==> config.mk <==
export PLATFORM = sky130hd
export DESIGN_NAME = bbc_device_flat
export DESIGN_NICKNAME = d
export VERILOG_FILES = /design/src/pkg/bbc_pkg.sv /design/src/pkg/bbc_if.sv /design/src/hw/bbc_device.sv /design/src/flat_wrapper.sv
export SDC_FILE = /design/constraint.sdc
export NUM_CORES = 1
export LEC_CHECK = 0
export BUFFER_PORTS_ARGS = -buffer_cell sky130_fd_sc_hd__buf_2
export CORE_ASPECT_RATIO = 0.6
export CORE_MARGIN = 2
export CORE_UTILIZATION = 50
export DETAILED_ROUTE_END_ITERATION = 10
export GPL_ROUTABILITY_DRIVEN = 0
export PLACE_DENSITY = 0.78
export RECOVER_POWER = 25
export SETUP_SLACK_MARGIN = 0.5
export SKIP_CTS_REPAIR_TIMING = 1
export SYNTH_ARGS = -nofsm -noshare
export SYNTH_HDL_FRONTEND = slang
export SYNTH_SLANG_ARGS = --single-unit
==> constraint.sdc <==
create_clock -name mclk -period 5.2 [get_ports mclk]
set_input_delay 0.52 -clock mclk [delete_from_list [all_inputs] [get_ports mclk]]
set_output_delay 0.52 -clock mclk [all_outputs]
set_load 0.02 [all_outputs]
==> src/pkg/bbc_pkg.sv <==
// shared constants and types for the backlight boost control block
package bbc_pkg;
    localparam logic [7:0] REG_STRING_ENABLE  = 8'h10;
    localparam logic [7:0] REG_BRIGHT_CTRL    = 8'h11;
    localparam logic [7:0] REG_BOOST_CTRL     = 8'h13;
    localparam logic [7:0] REG_AF_HIGH        = 8'h15;
    localparam logic [7:0] REG_AF_LOW         = 8'h16;
    localparam logic [7:0] REG_REDUCE_THR     = 8'h17;
    localparam logic [7:0] REG_BRIGHT_LOW     = 8'h18;
    localparam logic [7:0] REG_BRIGHT_HIGH    = 8'h19;
    localparam logic [7:0] REG_FAULT_SD_EN    = 8'h1E;
    localparam logic [7:0] REG_FAULT_FLAGS    = 8'h1F;
    // field positions
    localparam int BIT_DEV_EN     = 0;
    localparam int BIT_POLARITY   = 0;
    localparam int BIT_FREQ_SEL   = 5;
    localparam int BIT_MIN_IND    = 4;
    localparam int BIT_OVP_LO     = 2;
    localparam int BIT_OVP_HI     = 3;
    localparam int BIT_OVP_FLAG   = 0;
    localparam int BIT_OPEN_FLAG  = 4;
    localparam int BIT_OVP_SD     = 0;
    // reset values
    localparam logic [7:0] RST_STRING_ENABLE = 8'h07;
    localparam logic [7:0] RST_ZERO          = 8'h00;
    localparam logic [2:0] LSB_ZERO          = 3'h0;
    localparam logic [1:0] OCC_THIRD         = 2'h2;
    // timing at 250 MHz
    localparam int CLK_MHZ       = 250;
    localparam int OVP_TIME_MS   = 1;
    localparam int OVP_CYCLES    = OVP_TIME_MS * 1000 * CLK_MHZ;
    localparam int RED_TIME_US   = 50;
    localparam int RED_CYCLES    = RED_TIME_US * CLK_MHZ;
    // switching frequency codes
    typedef enum logic [1:0] {
        FREQ_250K = 2'b00,
        FREQ_500K = 2'b01,
        FREQ_1M   = 2'b10
    } bbc_freq_t;
    // overvoltage threshold codes: 17, 21, 25, 29 V
    typedef enum logic [1:0] {
        OVP_17V = 2'b00,
        OVP_21V = 2'b01,
        OVP_25V = 2'b10,
        OVP_29V = 2'b11
    } bbc_ovp_t;
    // host sequencer states
    typedef enum logic [2:0] {
        HS_IDLE  = 3'b000,
        HS_WRITE = 3'b001,
        HS_READ  = 3'b010,
        HS_WAIT  = 3'b011,
        HS_DONE  = 3'b100
    } bbc_hstate_t;
    localparam logic [31:0] AV_ZERO = 32'h0000_0000;
endpackage

==> src/pkg/bbc_if.sv <==
// register port and pin carrier between host and boost control
`timescale 1ns/1ps
interface bbc_if;
    logic       regWrite;
    logic       regRead;
    logic [7:0] regAddr;
    logic [7:0] regWdata;
    logic [7:0] regRdata;
    logic       regAck;
    logic       backlightReduceInput;
    modport device (input regWrite, input regRead, input regAddr, input regWdata,
                    output regRdata, output regAck, input backlightReduceInput);
    modport host (output regWrite, output regRead, output regAddr, output regWdata,
                  input regRdata, input regAck, output backlightReduceInput);
endinterface

==> src/hw/bbc_device.sv <==
// device end: frequency select, reduce override, overvoltage fault logic
//
// Decided for this implementation: register access over Avalon-MM.
`timescale 1ns/1ps
module bbc_device
    import bbc_pkg::*;
(
    input  wire logic  mclk,
    input  wire logic  reset,
    input  wire logic  clkEn,
    bbc_if.device      bus,
    input  wire logic  ovpAbove,
    input  wire logic  ovpBelowHyst,
    input  wire logic  sinkLow,
    output logic       switchEn,
    output logic [1:0] freqSel,
    output logic       dutyHalf,
    output logic [1:0] ovpThresh,
    output logic       minInductor,
    output logic [10:0] ledCode,
    output logic       deviceOn
);
    typedef struct packed {
        logic [7:0]  strEn;
        logic [7:0]  brCtl;
        logic [7:0]  boost;
        logic [7:0]  afHigh;
        logic [7:0]  afLow;
        logic [7:0]  redThr;
        logic [7:0]  brLow;
        logic [10:0] target;
        logic [7:0]  sdEn;
        logic [7:0]  flags;
        logic        shutdown;
        logic        flagsRead;
        logic [1:0]  pinSync;
        logic [1:0]  ovSync;
        logic [1:0]  hySync;
        logic [1:0]  skSync;
        logic        ovPrev;
        logic        blank;
        logic [1:0]  occCnt;
        logic [31:0] ovTime;
        logic [7:0]  rdata;
        logic        ack;
        logic        switch;
        logic [1:0]  freq;
        logic        half;
        logic [10:0] code;
    } bbc_dev_t;

    bbc_dev_t st_r;
    bbc_dev_t st_nxt;
    logic     reduceOn;
    logic     autoOn;
    logic [10:0] redCode;
    logic        ovSeen;
    logic        skSeen;
    logic        hySeen;

    always_comb
    begin
        st_nxt = st_r;
        // synchronise pins: only the second stage is read
        st_nxt.pinSync = {st_r.pinSync[0], bus.backlightReduceInput};
        st_nxt.ovSync  = {st_r.ovSync[0], ovpAbove};
        st_nxt.hySync  = {st_r.hySync[0], ovpBelowHyst};
        st_nxt.skSync  = {st_r.skSync[0], sinkLow};
        ovSeen = st_r.ovSync[1];
        hySeen = st_r.hySync[1];
        skSeen = st_r.skSync[1];
        st_nxt.ack = 1'b0;
        // register writes, one-cycle acknowledge
        if (bus.regWrite && !st_r.ack)
        begin
            st_nxt.ack = 1'b1;
            case (bus.regAddr)
                REG_STRING_ENABLE:
                begin
                    // refuse enable after fault shutdown until flags read
                    if (!(st_r.shutdown && !st_r.flagsRead))
                    begin
                        st_nxt.strEn = bus.regWdata;
                        if (bus.regWdata[BIT_DEV_EN])
                            st_nxt.shutdown = 1'b0;
                    end
                end
                REG_BRIGHT_CTRL: st_nxt.brCtl  = bus.regWdata;
                REG_BOOST_CTRL:  st_nxt.boost  = bus.regWdata;
                REG_AF_HIGH:     st_nxt.afHigh = bus.regWdata;
                REG_AF_LOW:      st_nxt.afLow  = bus.regWdata;
                REG_REDUCE_THR:  st_nxt.redThr = bus.regWdata;
                REG_BRIGHT_LOW:  st_nxt.brLow  = bus.regWdata;
                // target moves only on high byte
                REG_BRIGHT_HIGH: st_nxt.target = {bus.regWdata, st_r.brLow[2:0]};
                REG_FAULT_SD_EN: st_nxt.sdEn   = bus.regWdata;
                default: ;
            endcase
        end
        else if (bus.regRead && !st_r.ack)
        begin
            st_nxt.ack = 1'b1;
            case (bus.regAddr)
                REG_STRING_ENABLE: st_nxt.rdata = st_r.strEn;
                REG_BRIGHT_CTRL:   st_nxt.rdata = st_r.brCtl;
                REG_BOOST_CTRL:    st_nxt.rdata = st_r.boost;
                REG_AF_HIGH:       st_nxt.rdata = st_r.afHigh;
                REG_AF_LOW:        st_nxt.rdata = st_r.afLow;
                REG_REDUCE_THR:    st_nxt.rdata = st_r.redThr;
                REG_BRIGHT_LOW:    st_nxt.rdata = st_r.brLow;
                REG_BRIGHT_HIGH:   st_nxt.rdata = st_r.target[10:3];
                REG_FAULT_SD_EN:   st_nxt.rdata = st_r.sdEn;
                REG_FAULT_FLAGS:
                begin
                    // read clears flags, restarts the count, unlocks re-enable
                    st_nxt.rdata     = st_r.flags;
                    st_nxt.flags     = RST_ZERO;
                    st_nxt.flagsRead = 1'b1;
                    st_nxt.occCnt    = 2'h0;
                end
                default:           st_nxt.rdata = RST_ZERO;
            endcase
        end

        // auto frequency: any non-zero threshold enables it
        autoOn = (st_r.afHigh != RST_ZERO) || (st_r.afLow != RST_ZERO);
        if (autoOn)
        begin
            if (st_r.target[10:3] < st_r.afLow)
                st_nxt.freq = FREQ_250K;
            else if (st_r.target[10:3] >= st_r.afHigh)
                st_nxt.freq = FREQ_1M;
            else
                st_nxt.freq = FREQ_500K;
        end
        else
            // programmed bit; 250 kHz unreachable here
            st_nxt.freq = st_r.boost[BIT_FREQ_SEL] ? FREQ_1M : FREQ_500K;
        st_nxt.half = (st_nxt.freq == FREQ_250K);

        // reduce override, polarity bit 1 means active low
        reduceOn = st_r.pinSync[1] ^ st_r.brCtl[BIT_POLARITY];
        redCode  = {st_r.redThr, LSB_ZERO};
        // applied next cycle, far inside the 50 us bound
        if (reduceOn && redCode < st_r.target)
            st_nxt.code = redCode;
        else
            st_nxt.code = st_r.target;

        // overvoltage: stop switching, resume below hysteresis
        if (ovSeen)
            st_nxt.blank = 1'b1;
        else if (hySeen)
            st_nxt.blank = 1'b0;
        st_nxt.ovPrev = ovSeen;
        st_nxt.ovTime = ovSeen ? st_r.ovTime + 32'h1 : AV_ZERO;
        if (ovSeen && !st_r.ovPrev && skSeen && st_r.occCnt != OCC_THIRD + 2'h1)
            st_nxt.occCnt = st_r.occCnt + 2'h1;
        if (ovSeen && !st_r.ovPrev && skSeen && st_r.occCnt == OCC_THIRD)
        begin
            st_nxt.flags[BIT_OVP_FLAG]  = 1'b1;
            st_nxt.flags[BIT_OPEN_FLAG] = 1'b1;
        end
        if (st_r.ovTime >= OVP_CYCLES)
        begin
            st_nxt.flags[BIT_OVP_FLAG] = 1'b1;
            if (skSeen)
                st_nxt.flags[BIT_OPEN_FLAG] = 1'b1;
        end
        // shutdown only when enabled; otherwise report
        if (st_nxt.flags[BIT_OVP_FLAG] && st_r.sdEn[BIT_OVP_SD] && !st_r.shutdown)
        begin
            st_nxt.shutdown  = 1'b1;
            st_nxt.flagsRead = 1'b0;
            st_nxt.strEn[BIT_DEV_EN] = 1'b0;
            st_nxt.occCnt = 2'h0;
        end
        st_nxt.switch = st_nxt.strEn[BIT_DEV_EN] && !st_nxt.blank && !st_nxt.shutdown;
    end

    // single state register; clock enable freezes everything
    always_ff @(posedge mclk)
    begin
        if (reset)
        begin
            st_r       <= '0;
            st_r.strEn <= RST_STRING_ENABLE;
        end
        else if (clkEn)
            st_r <= st_nxt;
    end

    assign bus.regRdata = st_r.rdata;
    assign bus.regAck   = st_r.ack;
    assign switchEn     = st_r.switch;
    assign freqSel      = st_r.freq;
    assign dutyHalf     = st_r.half;
    assign ovpThresh    = st_r.boost[BIT_OVP_HI:BIT_OVP_LO];
    assign minInductor  = st_r.boost[BIT_MIN_IND];
    assign ledCode      = st_r.code;
    assign deviceOn     = st_r.strEn[BIT_DEV_EN];
endmodule

==> src/flat_wrapper.sv <==
// flat-port wrapper written by rule: the top's interface ports become plain ports
module bbc_device_flat import bbc_pkg::*;
  (mclk, reset, clkEn, ovpAbove, ovpBelowHyst, sinkLow, switchEn, freqSel, dutyHalf, ovpThresh, minInductor, ledCode, deviceOn, bus_regWrite, bus_regRead, bus_regAddr, bus_regWdata, bus_regRdata, bus_regAck, bus_backlightReduceInput);
  bbc_if bus_i ();
  input  wire logic mclk;
  input  wire logic reset;
  input  wire logic clkEn;
  input  wire logic ovpAbove;
  input  wire logic ovpBelowHyst;
  input  wire logic sinkLow;
  output logic switchEn;
  output logic [1:0] freqSel;
  output logic dutyHalf;
  output logic [1:0] ovpThresh;
  output logic minInductor;
  output logic [10:0] ledCode;
  output logic deviceOn;
  input wire logic [$bits(bus_i.regWrite)-1:0] bus_regWrite;
  input wire logic [$bits(bus_i.regRead)-1:0] bus_regRead;
  input wire logic [$bits(bus_i.regAddr)-1:0] bus_regAddr;
  input wire logic [$bits(bus_i.regWdata)-1:0] bus_regWdata;
  output wire logic [$bits(bus_i.regRdata)-1:0] bus_regRdata;
  output wire logic [$bits(bus_i.regAck)-1:0] bus_regAck;
  input wire logic [$bits(bus_i.backlightReduceInput)-1:0] bus_backlightReduceInput;
  assign bus_i.regWrite = bus_regWrite;
  assign bus_i.regRead = bus_regRead;
  assign bus_i.regAddr = bus_regAddr;
  assign bus_i.regWdata = bus_regWdata;
  assign bus_regRdata = bus_i.regRdata;
  assign bus_regAck = bus_i.regAck;
  assign bus_i.backlightReduceInput = bus_backlightReduceInput;
  bbc_device u_core (.mclk(mclk), .reset(reset), .clkEn(clkEn), .bus(bus_i), .ovpAbove(ovpAbove), .ovpBelowHyst(ovpBelowHyst), .sinkLow(sinkLow), .switchEn(switchEn), .freqSel(freqSel), .dutyHalf(dutyHalf), .ovpThresh(ovpThresh), .minInductor(minInductor), .ledCode(ledCode), .deviceOn(deviceOn));
endmodule
==> metrics.md, run 1 <==
| Metric | Value |
|---|---|
| Tot Pwr | 2.445 mW |
| Max-cap violations | 2 |
| Detailed placer's ending HPWL | 15.52 mm |
| Critical Path RT | 5.51 ns |
| Port bufs | 52 |
| Fraction of layout instances using a drive strength above 1 | 0.09200 |
| DIE WIDTH | 164.6 um |
| DR WL/cell | 19.60 um |
| Worst setup SP type | primary input |
| Hold crit path type | primary input to register |
| Area growth, synth to finish | 8.459% |
| Syn Nets | 958 |
| Initial antenna violation count | 0 |
| Filler Cell Count | 1383 |
| Slew Limit Fails | 132 |
| Distinct cells, synth | 68 |
| Via-per-instance ratio | 6.203 |
| First-pass GRT wire length | 34.40 mm |
| Register area share after synthesis | 0.3804 |
| DRT iter0 DRCs | 1033 |
| Failing checks | capacitance limit, slew limit |
| Power per cell area | 291.4 nW/um^2 |
| Nets | 954 |
| Ys async rst share | 0 |
| Initial Utilization | 0.5076 |
| Worst Tran Pin Value | 3.625 ns |
| Mean Syn Cell Area | 8.539 um^2 |
| Global Route Usage Sum | 0.2713 |
| CTS tree | done |
| Minimum clock period after layout | 3.746 ns |
| Diodes inserted | 0 |
| GR Overflow Total | 0 |
| CTS Root Cell | clkbuf_16 |
| Clk slew on worst S/H paths | 0.06 ns |
| Mapped Area | 7736 um^2 |
| DR vias | 6922 |
| Dominant synthesized flop cell | dfxtp_1 |
| Drt drc | 0 |
| Die area | 16520 um^2 |
| Final setup fails | 0 |
| TNS Setup | 0 ns |
| Cells after Synth | 906 |
| Post-synth EDFFs | 0 |
| Critical Path End Type | register |
| Placement-stage cell area | 7881 um^2 |
| Clk buf depth | 2 |
| RSZ-0062 raised after global routing | no |
| DRT antenna net count | 0 |
| Cell row count | 35 |
| Clock skew | 0.01129 ns |
| Critical path arrival | 4.06 ns |
| Hold_ws | 0.3479 ns |
| I/O pins | 53 |
| Number of global-route vias before repair | 6182 |
| CTS Buf Count | 17 |
| WL final | 21.88 mm |
| Total core area | 15240 um^2 |
| Seq cells post-synth | 147 |
| Relative slew margins | -1.417 |
| Crit path kind | primary input to register |
| Ys Warns | 0 |
| Worst skew pair latency | 0.43 ns |
| Final Cell Area | 8391 um^2 |
| Pleak | 3.090 nW |
| Final hold viol count | 0 |
| CTS Sinks | 147 |
| Die span in y | 100.4 um |
| Final core utilization | 0.5506 |
| Max VDD drop | 0.1658 mV |
| Fmax | 267.0 MHz |
| Largest net degree at the start of global routing | 83 |
| Status | finished, violations left |
| Crit Path Max Fanout | 48 |
| Detailed-router iteration count before antenna repair | 7 |
| Tcrit/Tclk final | 0.7204 |
| H-Tree Depth | 4 |
## worst max-delay path: stages
cell,delay [ns]
buf_2,0.25
clkbuf_1,1.61
inv_1,0.93
or3_1,0.57
a21oi_1,0.13
## layout make-up
type,instances,area [um^2],area share
inverter,39,146.4,0.01745
tap,203,254.0,0.03027
clock inverter,10,85.08,0.01014
sequential,147,2943,0.3507
clock buffer,20,466.7,0.05562
timing repair buffer,57,257.7,0.03072
multi-input combinational,640,4238,0.5051
## synthesized netlist by cell type (4+ instances only)
library cell | count | area [um^2]
nand2b_1 | 6 | 37.54
nand3_1 | 37 | 185.2
buf_2 | 17 | 85.08
mux2i_1 | 83 | 830.8
inv_1 | 38 | 142.6
buf_4 | 25 | 187.7
and3_1 | 7 | 43.79
a32oi_1 | 5 | 43.79
and4_1 | 6 | 52.55
o21ai_0 | 36 | 180.2
and2_1 | 6 | 37.54
or4_1 | 5 | 37.54
a21oi_1 | 33 | 165.2
xor2_1 | 8 | 70.07
o211ai_1 | 8 | 60.06
a22oi_1 | 7 | 52.55
nand4_1 | 23 | 143.9
mux2_2 | 9 | 101.4
nor2_2 | 4 | 25.02
buf_1 | 4 | 15.01
clkbuf_1 | 34 | 127.6
or3_1 | 10 | 62.56
a311oi_1 | 9 | 78.83
nor3_1 | 15 | 75.07
nor4_1 | 14 | 87.58
a31oi_1 | 10 | 62.56
o31ai_1 | 4 | 30.03
a21o_1 | 4 | 30.03
nor2_1 | 127 | 476.7
dfxtp_1 | 147 | 2943
nor2b_1 | 6 | 37.54
a221oi_1 | 7 | 61.31
o21a_1 | 4 | 30.03
xnor2_1 | 7 | 61.31
a211oi_1 | 6 | 45.04
nand2_1 | 58 | 217.7
ha_1 | 27 | 337.8
## flip-flops by register name (all words and copies together), names as in the netlist
signal	cells
u_core.ovpThresh	2
u_core.ovSeen	1
u_core.switchEn	1
u_core.freqSel	2
u_core.ledCode	11
u_core.dutyHalf	1
u_core.redCode	8
u_core.skSeen	1
u_core.bus.regAck	1
u_core.bus.regRdata	8
u_core.minInductor	1
u_core.deviceOn	1
u_core.st_nxt	4
u_core.hySeen	1
u_core.st_r	104
## cells in the final DEF, fill, tap and decap left out, types with 5 or more instances in the layout
cell type and instances:
nor2b_1 6, nand3_1 37, clkinv_2 6, nand2b_1 6
buf_2 23, a211oi_1 6, ha_1 27, a31oi_1 10
clkbuf_1 30, a21oi_1 33, and2_1 6, mux2_2 9
and3_1 7, xor2_1 8, clkbuf_16 17, a32oi_1 5
o211ai_1 8, nor2_1 127, a221oi_1 7, dfxtp_1 147
or3_1 10, a311oi_1 9, and4_1 6, a22oi_1 7
or4_1 5, nand4_1 23, nand2_1 58, o21ai_0 36
inv_1 38, mux2i_1 83, xnor2_1 7, nor4_1 14
nor3_1 15
## power breakdown
group	total [mW]	internal [mW]	leakage [nW]	switching [mW]
registers	1.15	1.14	1.19	0.00886
clock network	1.16	0.686	0.277	0.478
logic	0.135	0.0353	1.63	0.0997
## path summary, 6_finish.rpt
check	start	to	slack (ns)	cells past startpoint
max	clkEn	u_core.bus.regAck$_SDFFE_PP0P_	1.45	5
min	bus_backlightReduceInput	u_core.st_nxt[67]$_SDFFE_PP0P_	0.35	3
max reg2reg	u_core.st_r[94]$_SDFFE_PP0P_	u_core.ledCode[5]$_SDFFE_PP0P_	2.39	7
min reg2reg	u_core.bus.regRdata[7]$_SDFFE_PP0P_	u_core.bus.regRdata[7]$_SDFFE_PP0P_	0.46	2
## metal layers
metal | wire length (um) | vias up | track usage | part of all wire
met3 | 2608 | 45 | 0.08264 | 0.12
met2 | 8347 | 362 | 0.3492 | 0.38
met4 | 325 | 0 | 0.08361 | 0.015
met5 | 0 | - | 0 | 0
met1 | 10600 | 3286 | 0.4209 | 0.48
li1 | - | 3229 | - | -
## per-stage QoR
step           std cells  setup slack (ns)
2_1_floorplan        906             3.157
4_1_cts             1116             2.548
3_5_place_dp        1086             2.362
3_3_place_gp        1086             2.449
6_report            1116             1.454
5_1_grt             1116             1.095
## cell families (layout without fill, tap and decap cells)
family          after synthesis  in the layout  share of synthesized area
buf+inv                     119            126                    0.07262
simple gates                350            350                     0.2308
xor+xnor                     15             15                    0.01698
mux                          92             92                     0.1205
fa+ha+maj                    27             27                    0.04367
flops                       147            147                     0.3804
compound gates              156            156                     0.1351
Power figures use the tool's default switching activity.
==> run 2: changes to the inputs <==
--- a/config.mk
+++ b/config.mk
@@ -5,6 +5,7 @@
 export SDC_FILE = /design/constraint.sdc
 export NUM_CORES = 1
 export LEC_CHECK = 0
+export ABC_AREA = 1
 export BUFFER_PORTS_ARGS = -buffer_cell sky130_fd_sc_hd__buf_2
 export CORE_ASPECT_RATIO = 0.6
 export CORE_MARGIN = 2
==> constraint.sdc (replaced) <==
create_clock -name mclk -period 3.6 [get_ports mclk]
set_input_delay 0.36 -clock mclk [delete_from_list [all_inputs] [get_ports mclk]]
set_output_delay 0.36 -clock mclk [all_outputs]
set_load 0.02 [all_outputs]
==> metrics.md, run 2 <==
| Metric | Value |
|---|---|
| RSZ-0062 raised after global routing | no |
| Max-cap violations | 1 |
| DRT iter0 DRCs | 898 |
| Hold Path Cell Cnt | 3 |
| Placement-stage cell area | 7903 um^2 |
| Nets | 1174 |
| Worst setup SP type | primary input |
| DIE WIDTH | 164.0 um |
| CTS Buf Count | 17 |
| Crit Path Max Fanout | 28 |
| Post-Layout Cell Count | 1338 |
| Worst path depth | 6 |
| CTS tree | done |
| Largest register FFs | 104 |
| Power per cell area | 434.9 nW/um^2 |
| Commonest non-fill, non-tap cells in the layout | nand2_1, a21oi_1, inv_1, dfxtp_1, o21ai_0 |
| I/O pins | 53 |
| Cell with the most instances after synthesis | nand2_1 |
| Detailed-router iteration count before antenna repair | 7 |
| Area leader, netlist | dfxtp_1 |
| Synth top cells by count | nand2_1, a21oi_1, dfxtp_1 |
| Drt drc | 0 |
| Largest delay share family, worst path | simple AND/OR/NAND/NOR gates |
| Die area | 16410 um^2 |
| CTS Root Cell | clkbuf_16 |
| Number of global-route vias before repair | 6609 |
| Relative slew margins | -0.2874 |
| Largest net degree at the start of global routing | 74 |
| Ys async rst share | 0 |
| Ys Warns | 0 |
| CTS Sinks | 147 |
| Diodes inserted | 0 |
| Reg2reg setup slack | 1.29 ns |
| Cells after Synth | 1108 |
| Most flop-heavy register | u_core.st_r |
| Global Route Usage Sum | 0.2814 |
| Critical path's largest stage delay | 0.61 ns |
| Worst Tran Pin Value | 1.929 ns |
| Minimum clock period after layout | 2.548 ns |
| Slew Limit Fails | 74 |
| Most common cell after layout, fill and taps aside | nand2_1 |
| Hold crit path type | primary input to register |
| Dpl cells | 1306 |
| Syn Nets | 1160 |
| Ranking of synthesized cells by area | dfxtp_1, a21oi_1, nand2_1 |
| Worst skew pair latency | 0.43 ns |
| Initial Utilization | 0.5056 |
| Status | finished, violations left |
| First-pass GRT wire length | 35.62 mm |
| Crit-path cells | buf_2 -> inv_1 -> nor2_4 -> nand3_1 -> o21ai_0 -> a21oi_1 |
| DR WL/cell | 16.70 um |
| Dominant synthesized flop cell | dfxtp_1 |
| DR vias | 7507 |
| GR Overflow Total | 0 |
| Final Cell Area | 8487 um^2 |
| Critical Path RT | 3.88 ns |
| Distinct cells, synth | 44 |
| Seq cells post-synth | 147 |
| Initial antenna violation count | 0 |
| Pleak | 3.180 nW |
| DRT antenna net count | 0 |
| Critical Path End Type | register |
| Final hold viol count | 0 |
| Max VDD drop | 0.2757 mV |
| Critical path arrival | 2.83 ns |
| Filler Cell Count | 1423 |
| Register-to-Register Path Depth | 9 |
| Failing checks | capacitance limit, slew limit |
| Clk buf depth | 2 |
| Final setup fails | 0 |
| Cell row count | 35 |
| Register area share after synthesis | 0.3830 |
| TNS Setup | 0 ns |
| Post-synth top area share | 0.3830 |
| Area growth, synth to finish | 10.45% |
| Crit path buffers/inverters | 2 |
| Post-synth EDFFs | 0 |
| Tcrit/Tclk final | 0.7079 |
| Port bufs | 52 |
| Total core area | 15200 um^2 |
| Mean Syn Cell Area | 6.935 um^2 |
| H-Tree Depth | 4 |
| WL final | 22.34 mm |
| Clk slew on worst S/H paths | 0.06 ns |
| Fraction of layout instances using a drive strength above 1 | 0.08106 |
| Crit path kind | primary input to register |
| Slowest CP cell | nand3_1 |
| Via-per-instance ratio | 5.611 |
| Fmax | 392.4 MHz |
| Clock skew | 0.008122 ns |
| Detailed placer's ending HPWL | 15.88 mm |
| Tot Pwr | 3.691 mW |
| Mapped Area | 7684 um^2 |
| Die span in y | 100.0 um |
run 2: cell count changes after synthesis, moves of 36 or more:
cell / previous run / this run
inv_1: 38 / 146
a21oi_1: 33 / 151
o21ai_0: 36 / 138
mux2i_1: 83 / 0
nand2_1: 58 / 188
nor2_1: 127 / 91
run 2: metal layers:
layer / vias to the layer above / global-route usage / part of all wire
met5: - / 0 / 0
met1: 3411 / 0.4361 / 0.48
met4: 0 / 0.05938 / 0.011
li1: 3671 / - / -
met2: 402 / 0.3694 / 0.38
met3: 23 / 0.09587 / 0.14
run 2: kinds of logic after synthesis:
| group | after synthesis | share of synthesized area |
|---|---|---|
| buf+inv | 214 | 0.1176 |
| fa+ha+maj | 27 | 0.04397 |
| flops | 147 | 0.3830 |
| compound gates | 319 | 0.2145 |
| simple gates | 400 | 0.2399 |
| xor+xnor | 1 | 0.001140 |
run 2: where the power goes:
part | total (mW) | switching [mW] | internal, mW
Combinational | 0.168 | 0.125 | 0.0432
Clock | 1.87 | 0.721 | 1.15
Sequential | 1.65 | 0.00821 | 1.64
Total | 3.69 | 0.855 | 2.84
run 2: cell type report:
type	count	area, um^2	share of cell area
clock buffers	22	474.2	0.05588
multi-input cells	747	3837	0.4522
clock inverters	10	145.1	0.01710
well taps	203	254.0	0.02993
inverters	152	570.5	0.06723
flip-flops and latches	147	2943	0.3467
repair buffers	57	262.8	0.03096
run 2: path summary, 6_finish.rpt:
path | from | to
max | clkEn | u_core.st_r[87]$_SDFFE_PP0P_
min | ovpAbove | u_core.st_nxt[65]$_SDFFE_PP0P_
max reg2reg | u_core.st_r[92]$_SDFFE_PP0P_ | u_core.ledCode[3]$_SDFFE_PP0P_
min reg2reg | u_core.st_r[130]$_SDFFE_PP0P_ | u_core.st_r[130]$_SDFFE_PP0P_
run 2: worst min-delay path: stages:
cell,delay [ns]
buf_2,0.07
nor2_1,0.03
nor2_1,0.08
run 2: per-stage QoR:
step	worst slack, ns	util	hold slack [ns]
3_5_place_dp	0.9816	0.5200	0.4383
4_1_cts	1.363	0.5608	0.1546
3_3_place_gp	1.069	0.5200	0.4346
6_report	1.052	0.5585	0.1590
2_1_floorplan	1.825	-	0.4237
5_1_grt	0.8849	0.5585	0.1689
==> run 3: changes to the inputs <==
--- a/config.mk
+++ b/config.mk
@@ -12,7 +12,7 @@
 export CORE_UTILIZATION = 50
 export DETAILED_ROUTE_END_ITERATION = 10
 export GPL_ROUTABILITY_DRIVEN = 0
-export PLACE_DENSITY = 0.78
+export PLACE_DENSITY = 0.81
 export RECOVER_POWER = 25
 export SETUP_SLACK_MARGIN = 0.5
 export SKIP_CTS_REPAIR_TIMING = 1
==> constraint.sdc (replaced) <==
create_clock -name mclk -period 2.1 [get_ports mclk]
set_input_delay 0.21 -clock mclk [delete_from_list [all_inputs] [get_ports mclk]]
set_output_delay 0.21 -clock mclk [all_outputs]
set_load 0.02 [all_outputs]
==> metrics.md, run 3 (same netlist as run 2, synthesis figures left out) <==
| Metric | Value |
|---|---|
| GR Overflow Total | 0 |
| Slew Limit Fails | 93 |
| Critical Path End Type | register |
| DR vias | 8215 |
| Worst skew pair latency | 0.43 ns |
| DRT iter0 DRCs | 1215 |
| CTS tree | done |
| Total core area | 15200 um^2 |
| TNS Setup | 0 ns |
| CTS Buf Count | 17 |
| First-pass GRT wire length | 35.52 mm |
| Final setup fails | 0 |
| Most common cell after layout, fill and taps aside | nand2_1 |
| Die span in y | 100.0 um |
| RSZ-0062 raised after global routing | yes |
| Initial Utilization | 0.5056 |
| Global Route Usage Sum | 0.2818 |
| Final hold viol count | 1 |
| Pleak | 3.547 nW |
| Hold crit path type | primary input to register |
| Final setup margin | 0.1980 ns |
| CP Launch Point | u_core.st_r[95]$_SDFFE_PP0P_ |
| Critical path arrival | 2.25 ns |
| Post-Layout Cell Count | 1385 |
| Worst reg2reg path endpoint | u_core.ledCode[4]$_SDFFE_PP0P_ |
| Cell row count | 35 |
| Commonest non-fill, non-tap cells in the layout | nand2_1, a21oi_1, inv_1 |
| Most flop-heavy register | u_core.st_r |
| Crit-path cells | inv_2 -> ha_4 -> nand2_2 -> nor2_4 -> a21oi_2 -> buf_6 -> nand3_4 -> o21ai_2 -> nand2_1 -> a21oi_1 |
| Reg-to-reg startpoint | u_core.st_r[95]$_SDFFE_PP0P_ |
| Clk slew on worst S/H paths | 0.06 ns |
| Tcrit/Tclk final | 0.9057 |
| Power per cell area | 674.3 nW/um^2 |
| Critical path's largest stage delay | 0.36 ns |
| Clk buf depth | 2 |
| Crit Path Max Fanout | 5 |
| Critical Path RT | 2.45 ns |
| CP endpoint | u_core.ledCode[4]$_SDFFE_PP0P_ |
| Fraction of layout instances using a drive strength above 1 | 0.2470 |
| Die area | 16410 um^2 |
| Nets | 1221 |
| Failing checks | hold timing, capacitance limit, slew limit |
| Detailed placer's ending HPWL | 16.16 mm |
| Number of global-route vias before repair | 6683 |
| Via-per-instance ratio | 5.931 |
| Dpl cells | 1312 |
| Max VDD drop | 0.5124 mV |
| Clock skew | 0.008491 ns |
| Minimum clock period after layout | 1.902 ns |
| Drt drc | 0 |
| Largest register FFs | 104 |
| Filler Cell Count | 1243 |
| Placement-stage cell area | 8026 um^2 |
| DIE WIDTH | 164.0 um |
| WL final | 25.96 mm |
| Detailed-router iteration count before antenna repair | 6 |
| Initial antenna violation count | 0 |
| Final core utilization | 0.6348 |
| Area growth, synth to finish | 25.55% |
| Hold_ws | -0.0002031 ns |
| FF/Latch Area | 3009 um^2 |
| H-Tree Depth | 4 |
| Port bufs | 52 |
| Worst Tran Pin Value | 1.640 ns |
| Pre-CTS WS | 0.04942 ns |
| Largest net degree at the start of global routing | 93 |
| Fmax | 525.8 MHz |
| I/O pins | 53 |
| Diodes inserted | 0 |
| Final Cell Area | 9647 um^2 |
| Reg2reg setup slack | 0.20 ns |
| CTS Sinks | 147 |
| Worst setup SP type | register |
| Relative slew margins | -0.09317 |
| Multi-input gate area | 4534 um^2 |
| Crit path kind | register to register |
| CTS Root Cell | clkbuf_16 |
| DRT antenna net count | 0 |
| Slowest CP cell | dfxtp_4 |
| DR WL/cell | 18.74 um |
| Register-to-Register Path Depth | 10 |
| Max-cap violations | 1 |
| Status | finished, violations left |
## run 3: final cells by class
cell class,instances,share of cell area
multi-input combinational,751,0.4700
sequential,147,0.3119
timing repair buffer,99,0.06265
inverter,152,0.06135
clock buffer,21,0.04877
tap,203,0.02633
clock inverter,11,0.01816
timing repair inverter,1,0.0007782
## run 3: stage by stage
stage / hold slack, ns / power, mW
floorplan: 0.3232 / 3.056
global placement: 0.4310 / 3.172
detailed placement: 0.4400 / 3.177
CTS: 0.004628 / 6.446
global route: 0.01519 / 6.666
finish: -0.0002031 / 6.505
## run 3: power breakdown
| group | internal [mW] | total (mW) | switching, mW |
|---|---|---|---|
| Clock | 2.09 | 3.34 | 1.25 |
| Sequential | 2.80 | 2.81 | 0.0165 |
| Combinational | 0.0956 | 0.349 | 0.253 |
| Total | 4.98 | 6.50 | 1.52 |
## run 3: worst min-delay path by stage
stage | start | end | cells after the start
final | ovpBelowHyst | u_core.st_nxt[63]$_SDFFE_PP0P_ | 3
after global routing | ovpAbove | u_core.st_nxt[65]$_SDFFE_PP0P_ | 3
after CTS | ovpBelowHyst | u_core.st_nxt[63]$_SDFFE_PP0P_ | 3
after detailed placement | u_core.st_r[135]$_SDFFE_PP0P_ | u_core.st_r[135]$_SDFFE_PP0P_ | 2
after global placement | bus_backlightReduceInput | u_core.st_nxt[67]$_SDFFE_PP0P_ | 3
after floorplan | bus_regWdata[1] | u_core.st_r[146]$_SDFFE_PP1P_ | 2
## run 3: routing by layer
| metal | GRT usage | share of wire |
|---|---|---|
| met1 | 0.4291 | 0.42 |
| met2 | 0.3807 | 0.41 |
| met3 | 0.07934 | 0.14 |
| met4 | 0.08367 | 0.027 |
| met5 | 0 | 0 |
## run 3: worst max-delay path: cells and delay by family (launching register included)
kind | cells | cell delay [ns]
compound gates | 3 | 0.57
fa+ha+maj | 1 | 0.22
buf+inv | 2 | 0.29
flops | 1 | 0.36
simple gates | 4 | 0.39
